[src/verilog/quad_uart_pins_pkg.sv]
// Purpose: Shared constants and carriers for the quad UART pin logic
// Assumes: Four channels, bit positions as used by the control registers
// Notes: Register contents arrive as plain ports, no bus
package quad_uart_pins_pkg;
   localparam int NUM_CH = 4;
   localparam int MCR_RTS_BIT = 1;
   localparam int MCR_LOOP_BIT = 4;
   localparam int EFR_AUTO_RTS_BIT = 6;
   localparam int ADDR_W = 5;
   localparam logic [7:0] MCR_RESET = 8'h00;
   localparam logic [7:0] EFR_RESET = 8'h00;
   localparam logic LINE_IDLE = 1'b1;

   typedef struct packed {
      logic [7:0] modemCtrl;
      logic [7:0] enhFeature;
      logic txEnable;
      logic txData;
      logic rxHasData;
      logic txHasSpace;
      logic autoRtsReady;
   } chan_ctrl_t;

   typedef struct packed {
      logic rtsN;
      logic txPin;
      logic rxToCore;
   } chan_pins_t;

   typedef struct packed {
      logic sel;
      logic [ADDR_W-1:0] addr;
      logic rdNotWr;
   } host_req_t;
endpackage

[src/verilog/quad_uart_pins.sv]
// Purpose: Pin signalling of a four-channel UART: request-to-send, strobe, TX/RX, readies
// Assumes: Inputs synchronous to sys_clk; per-channel core supplies register bits and status
// Notes: All outputs registered, so pins lag the core state by one cycle
`timescale 1ns/1ns
module quad_uart_pins #(
   parameter int CHANNELS = quad_uart_pins_pkg::NUM_CH
) (
   // Clock, reset, enable
   input wire logic sys_clk,
   input wire logic rst_n,
   input wire logic clkEn,
   // Per-channel core side
   input quad_uart_pins_pkg::chan_ctrl_t chanCtrl [CHANNELS],
   output quad_uart_pins_pkg::chan_pins_t chanPins [CHANNELS],
   // Serial line pins
   input wire logic [CHANNELS-1:0] rxPin,
   // Host bus and auto-RTS hold
   input wire logic altHostMode,
   input quad_uart_pins_pkg::host_req_t hostReq,
   output logic hostRdStrobe,
   output logic hostWrStrobe,
   output logic [quad_uart_pins_pkg::ADDR_W-1:0] regAddrLines,
   output logic [CHANNELS-1:0] autoRtsHold,
   // Combined readies
   output logic rx_ready_combined_n,
   output logic tx_ready_combined_n
);
   import quad_uart_pins_pkg::*;

   // Host strobe state
   logic rdStb_reg;
   logic rdStb_next;
   logic wrStb_reg;
   logic wrStb_next;
   logic hostSel;
   logic hostRead;

   // Register address state
   logic [ADDR_W-1:0] addr_reg;
   logic [ADDR_W-1:0] addr_next;

   // Combined readiness state
   logic rxRdyN_reg;
   logic rxRdyN_next;
   logic txRdyN_reg;
   logic txRdyN_next;
   wire logic [CHANNELS-1:0] rxAny;
   wire logic [CHANNELS-1:0] txAny;
   wire logic [CHANNELS-1:0] holdAll;

   genvar g;
   generate
      for (g = 0; g < CHANNELS; g++) begin : gCh
         logic loopOn;
         logic txIdle;
         logic rtsN_reg;
         logic rtsN_next;
         logic txPin_reg;
         logic txPin_next;
         logic rxCore_reg;
         logic rxCore_next;
         logic hold_reg;
         logic hold_next;

         // Loop-back takes the line away from the far end in both directions
         assign loopOn = chanCtrl[g].modemCtrl[MCR_LOOP_BIT];
         assign txIdle = loopOn | ~chanCtrl[g].txEnable;

         // Request-to-send is the control bit inverted
         always_comb begin
            rtsN_next = ~chanCtrl[g].modemCtrl[MCR_RTS_BIT];
         end

         always_ff @(posedge sys_clk or negedge rst_n) begin
            if (!rst_n) begin
               rtsN_reg <= 1'b1;
            end else if (clkEn) begin
               rtsN_reg <= rtsN_next;
            end
         end

         // Disabled or looped transmitter parks the line at idle
         always_comb begin
            if (txIdle) begin
               txPin_next = LINE_IDLE;
            end else begin
               txPin_next = chanCtrl[g].txData;
            end
         end

         always_ff @(posedge sys_clk or negedge rst_n) begin
            if (!rst_n) begin
               txPin_reg <= LINE_IDLE;
            end else if (clkEn) begin
               txPin_reg <= txPin_next;
            end
         end

         // The far end idles high, so no glitch filter is needed on the pin
         always_comb begin
            if (loopOn) begin
               rxCore_next = chanCtrl[g].txData;
            end else begin
               rxCore_next = rxPin[g];
            end
         end

         always_ff @(posedge sys_clk or negedge rst_n) begin
            if (!rst_n) begin
               rxCore_reg <= LINE_IDLE;
            end else if (clkEn) begin
               rxCore_reg <= rxCore_next;
            end
         end

         // Hold off only under auto flow; manual mode leaves data flow alone
         always_comb begin
            hold_next = chanCtrl[g].enhFeature[EFR_AUTO_RTS_BIT]
                        & ~chanCtrl[g].autoRtsReady;
         end

         always_ff @(posedge sys_clk or negedge rst_n) begin
            if (!rst_n) begin
               hold_reg <= 1'b0;
            end else if (clkEn) begin
               hold_reg <= hold_next;
            end
         end

         assign chanPins[g] = '{rtsN: rtsN_reg, txPin: txPin_reg, rxToCore: rxCore_reg};
         assign rxAny[g] = chanCtrl[g].rxHasData;
         assign txAny[g] = chanCtrl[g].txHasSpace;
         assign holdAll[g] = hold_reg;
      end
   endgenerate

   // Outside alternate mode both the read and the write strobe are held low
   always_comb begin
      hostSel = altHostMode & hostReq.sel;
      hostRead = hostReq.rdNotWr;
      rdStb_next = hostSel & hostRead;
      wrStb_next = hostSel & ~hostRead;
   end

   always_ff @(posedge sys_clk or negedge rst_n) begin
      if (!rst_n) begin
         rdStb_reg <= 1'b0;
         wrStb_reg <= 1'b0;
      end else if (clkEn) begin
         rdStb_reg <= rdStb_next;
         wrStb_reg <= wrStb_next;
      end
   end

   // Address lines keep the last selected register between accesses
   always_comb begin
      if (hostReq.sel) begin
         addr_next = hostReq.addr;
      end else begin
         addr_next = addr_reg;
      end
   end

   always_ff @(posedge sys_clk or negedge rst_n) begin
      if (!rst_n) begin
         addr_reg <= '0;
      end else if (clkEn) begin
         addr_reg <= addr_next;
      end
   end

   // Wired-OR of the channels, kept active low to match the pins
   always_comb begin
      rxRdyN_next = ~(|rxAny);
   end

   always_ff @(posedge sys_clk or negedge rst_n) begin
      if (!rst_n) begin
         rxRdyN_reg <= 1'b1;
      end else if (clkEn) begin
         rxRdyN_reg <= rxRdyN_next;
      end
   end

   // Transmit side reports room, so it stays low until every channel is full
   always_comb begin
      txRdyN_next = ~(|txAny);
   end

   always_ff @(posedge sys_clk or negedge rst_n) begin
      if (!rst_n) begin
         txRdyN_reg <= 1'b1;
      end else if (clkEn) begin
         txRdyN_reg <= txRdyN_next;
      end
   end

   assign hostRdStrobe = rdStb_reg;
   assign hostWrStrobe = wrStb_reg;
   assign regAddrLines = addr_reg;
   assign autoRtsHold = holdAll;
   assign rx_ready_combined_n = rxRdyN_reg;
   assign tx_ready_combined_n = txRdyN_reg;
endmodule // quad_uart_pins

[config.mk]
export PLATFORM = sky130hd
export DESIGN_NAME = quad_uart_pins
export DESIGN_NICKNAME = d
export VERILOG_FILES = /design/src/verilog/quad_uart_pins_pkg.sv /design/src/verilog/quad_uart_pins.sv
export SDC_FILE = /design/constraint.sdc
export NUM_CORES = 1
export LEC_CHECK = 0
export ABC_AREA = 1
export BUFFER_PORTS_ARGS = -buffer_cell sky130_fd_sc_hd__clkbuf_2
export CORE_ASPECT_RATIO = 2
export CORE_UTILIZATION = 36
export CTS_CLUSTER_SIZE = 10
export DETAILED_ROUTE_END_ITERATION = 10
export PLACE_DENSITY = 0.8
export RECOVER_POWER = 25
export SLEW_MARGIN = 20
export SYNTH_ARGS = -nofsm -noshare
export SYNTH_HDL_FRONTEND = slang
export SYNTH_SLANG_ARGS = --single-unit
export TNS_END_PERCENT = 10
[constraint.sdc]
create_clock -name sys_clk -period 0.9 [get_ports sys_clk]
set_input_delay 0.09 -clock sys_clk [delete_from_list [all_inputs] [get_ports sys_clk]]
set_output_delay 0.09 -clock sys_clk [all_outputs]
set_load 0.01 [all_outputs]
== Word level (Yosys, flattened, before mapping) ==
Cells that the tools add are included.

* Register bits after elaboration: 25

* Multiplexer cells: 8
* Bitwise gates (word level): 26
* Reduce and logical (&&, ||, !) cells: 3

{| class="wikitable"
|+ Operator list
! operator !! count
|-
| $not 1->1 || 15
|-
| $mux 1 || 8
|-
| $reduce_or 4->1 || 2
|-
| $and 1x1->1 || 7
|-
| $or 1x1->1 || 4
|-
| $reduce_and 2->1 || 1
|}

== Longest topological paths before layout ==
* Word-level depth: 3
* Gate-level depth with buffers: 5

== Least setup slack after synthesis ==
No wires, ideal clock.

* Path type: register to output
* Start: register gCh[0].txPin_reg
* End: output chanPins[10] (netlist name)
* Data arrival time: 0.609 ns
* Slack: 0.201 ns
* Cell stages (with the launch flop): 2
* Cell sequence: dfstp_2 > buf_4

{| class="wikitable"
|+ RTL lines
! item !! RTL line !! RTL
|-
| start: declaration || quad_uart_pins.sv:58 || <nowiki>logic txPin_reg;</nowiki>
|-
| start signal: assignment || quad_uart_pins.sv:95 || <nowiki>txPin_reg <= txPin_next;</nowiki>
|-
| end: declaration || quad_uart_pins.sv:14 || <nowiki>output quad_uart_pins_pkg::chan_pins_t chanPins [CHANNELS],</nowiki>
|}

No word-level cell between the ends.

== Worst setup path after layout ==
* Start: register gCh[2].rxCore_reg
* End: output chanPins[3] (netlist name)

{| class="wikitable"
|+ RTL lines
! item !! RTL line !! RTL
|-
| start: declaration || quad_uart_pins.sv:60 || <nowiki>logic rxCore_reg;</nowiki>
|-
| start signal: assignment || quad_uart_pins.sv:112 || <nowiki>rxCore_reg <= rxCore_next;</nowiki>
|}

No word-level cell between the ends.

==> results.txt <==
The detailed-route via count came out at 1114. The worst setup path is of the register to output port kind. The clock tree buffer depth came out at 2. Leaving out fill and tap cells, the most frequent cell in the layout is sky130_fd_sc_hd__nand2_1. Setup repair after global routing could not meet its margin everywhere. Summed over all nets, the switching power comes to 0.648 mW. For this design the static power due to leakage is 0.983 nW. Yosys mapped the design onto 12 distinct sky130hd cell types. The max-slew violation count came out at 0.

In this run, the clock network consumes 25.9% of the power. The number of placed instances, taps included, is 241. The worst slack at placement came out at 0.0418 ns. For this block, the initial DRC count from the detailed router was 31.

The clock root buffer is sky130_fd_sc_hd__clkbuf_8. At the later pin of the worst-skew pair, clock insertion delay measures 0.26 ns. The setup violation total in the final timing report came out at 14.

The count of buffer and inverter cells on the critical path is 1. The worst setup path is launched from a register. The remaining max-slew budget at the tightest pin came out at 78.2%. In this run the number of cells on the critical path is 1. The fraction of layout instances using a drive strength above 1 is 44.5%.

Across every metal layer, demand over resource in global routing totals 14.9%. The flow ran to the end, but the final reports show violations. The share of total power in combinational logic is 21.4%.

The final hold violation count is 0. Along the worst path, the maximum fanout reaches 2. The vertical die dimension is 86.0 um. In this run, synthesis produced a sequential element count of 25. The setup clock skew after layout came out at 0 ns. The max-capacitance violation count is 0. The portion of the clock cycle consumed by the worst path in the final layout came out at 112%. Dividing the detail-routed via count by the number of cells gives 4.46.

The TritonCTS buffer count is 3. The area overhead of the layout relative to synthesis is 34.0%. The number of ports placed on the die boundary came out at 124. The clock period minus worst slack is 1.01 ns.

The largest net degree at the start of global routing came out at 26. A synthesized cell averages 8.13 um^2. The post-synthesis sequential area ratio is 50.7%. In this run the horizontal extent of the chip is 44.0 um. The share of total power dissipated in sequential elements is 52.7%. The first global-routing pass estimated 4240 um of wire. On the worst path, the slowest cell contributes a delay of 0.55 ns. The final critical-path setup slack came out at -0.107 ns. The half-perimeter wire length after placement is 1990 um.

The number of buffers added for setup after CTS is 0. The slowest stage of the critical path belongs to the cell sky130_fd_sc_hd__dfstp_2. The deepest level of the CTS H-tree came out at 1.

The detail-routed net length per standard cell is 10.7 um. The initial antenna violation count came out at 0. The synthesized net count came out at 255. The number of warnings printed during yosys synthesis is 0. Row generation in the floorplan step produced 30 rows. The first detailed-routing pass ran for 7 iterations. The transition time of the tightest slew-check pin came out at 0.326 ns. At the end of routability-driven placement, the weighted congestion stood at 0.637. The initial core utilization came out at 37.6%. The number of nets with antenna violations after routing is 0. The gate count of the mapped netlist came out at 156. At the worst endpoint, the arrival time is 0.92 ns. The cell internal power dissipation is 1.85 mW. Global routing finished with a remaining overflow of 0. The placeable core region came out at 3380 um^2. The die covers 3780 um^2.

The number of cells on the worst hold path is 3. The critical path endpoint category is an output port. TritonCTS built the clock tree. In the layout the commonest cells are 63 x sky130_fd_sc_hd__nand2_1, 56 x sky130_fd_sc_hd__clkbuf_2, 20 x sky130_fd_sc_hd__nor2_1.

The flip-flop count of the largest register, all copies and words added is 5. The count of buffers from port buffering came out at 71. The completed layout was analyzed and its total power is 2.50 mW. For this block, the routed nets add up to 2680 um of wire. Counting every sink on the clock net gives 25. In the routed design, unresolved DRC markers number 9.

The cell area that synthesis handed to floorplanning was 1270 um^2. The via count of the first global-routing pass was 1079. The achievable frequency is 993 MHz. The final reports fail on design-rule violations, negative setup slack. The path class of the tightest hold or removal check is primary input to register. The number of non-filler instances in the completed layout is 250. Across the VDD grid, the largest voltage drop is 0.00114 V.

The critical path goes through buf_8. The number of antenna diodes in the final layout is 0. The clock transition at the register clock pins on the worst setup and hold paths after CTS came out at 0.08 ns.

The worst reg-to-reg path cell count came out at 2. On the critical path the largest part of the delay comes from flip-flops. The proportion of total power due to net switching came out at 25.9%. The total power density per cell area came out at 1470 nW/um^2. The total number of nets in the final design came out at 318. The data required time of the critical path came out at 0.81 ns.
power groups by stage:
stage / Sequential [mW] / Clock [mW] / Combinational, mW
after floorplan: 1.33 / 0 / 0.293
after global placement: 1.32 / 0 / 0.454
after detailed placement: 1.32 / 0 / 0.466
after CTS: 1.31 / 0.680 / 0.491
after global routing: 1.33 / 0.733 / 0.602
final: 1.32 / 0.647 / 0.535
metal layers:
layer	track usage, %	wire, um
met1	14.5	972
met2	29.0	1470
met3	1.89	188
met4	6.61	41
met5	0	0
cell type report:
cell class | instances | area, um^2
clock buffers | 4 | 45.0
fillers | 348 | 1680
well taps | 32 | 40.0
flip-flops and latches | 25 | 643
repair buffers | 78 | 512
inverters | 15 | 62.6
multi-input cells | 96 | 398
timing repair:
action,in CTS,in global routing
hold buffers,5,0
setup endpoints to repair,14,21
endpoints found under the hold margin,15,0
gates resized for setup,1,28
synth_stat cells, drive strengths merged:
| master | number | area share, % |
|---|---|---|
| buf | 20 | 13 |
| inv | 14 | 4.5 |
| clkinv | 1 | 0.39 |
| nor2 | 20 | 5.9 |
| o21ai | 4 | 2.8 |
| nand2 | 64 | 20 |
| nand3 | 8 | 3.2 |
| dfrtp | 11 | 22 |
| dfstp | 14 | 29 |
worst paths after layout:
kind	start	to	slack [ns]
max	gCh[2].rxCore_reg	chanPins[3]	-0.11
min	hostReq[5]	regAddrLines[4]	0.01
max reg2reg	gCh[0].txPin_reg	gCh[0].txPin_reg	0.15
min reg2reg	gCh[0].rxCore_reg	gCh[0].rxCore_reg	0.48
max in group asynchronous	rst_n	gCh[2].rxCore_reg	0.20
min in group asynchronous	rst_n	gCh[0].hold_reg	0.41
kinds of logic (layout without fill, tap and decap cells):
logic type      count (synthesis)  in the layout  share of synthesized area [%]
compound gates                  4              4                           2.76
buf+inv                        35             97                           17.9
flops                          25             25                           50.7
simple gates                   92             92                           28.6
metrics by stage:
step | util (%) | instance area [um^2] | setup TNS, ns | hold slack (ns)
CTS | 47.9 | 1620 | -1.73 | 0.00979
finish | 50.3 | 1700 | -1.30 | 0.0129
floorplan | - | 1270 | 0 | -0.206
detailed placement | 44.8 | 1510 | 0 | 0.0930
global placement | 44.8 | 1510 | 0 | 0.0951
global route | 50.3 | 1700 | -1.93 | 0.0146
(Power assumes the default switching activity.)
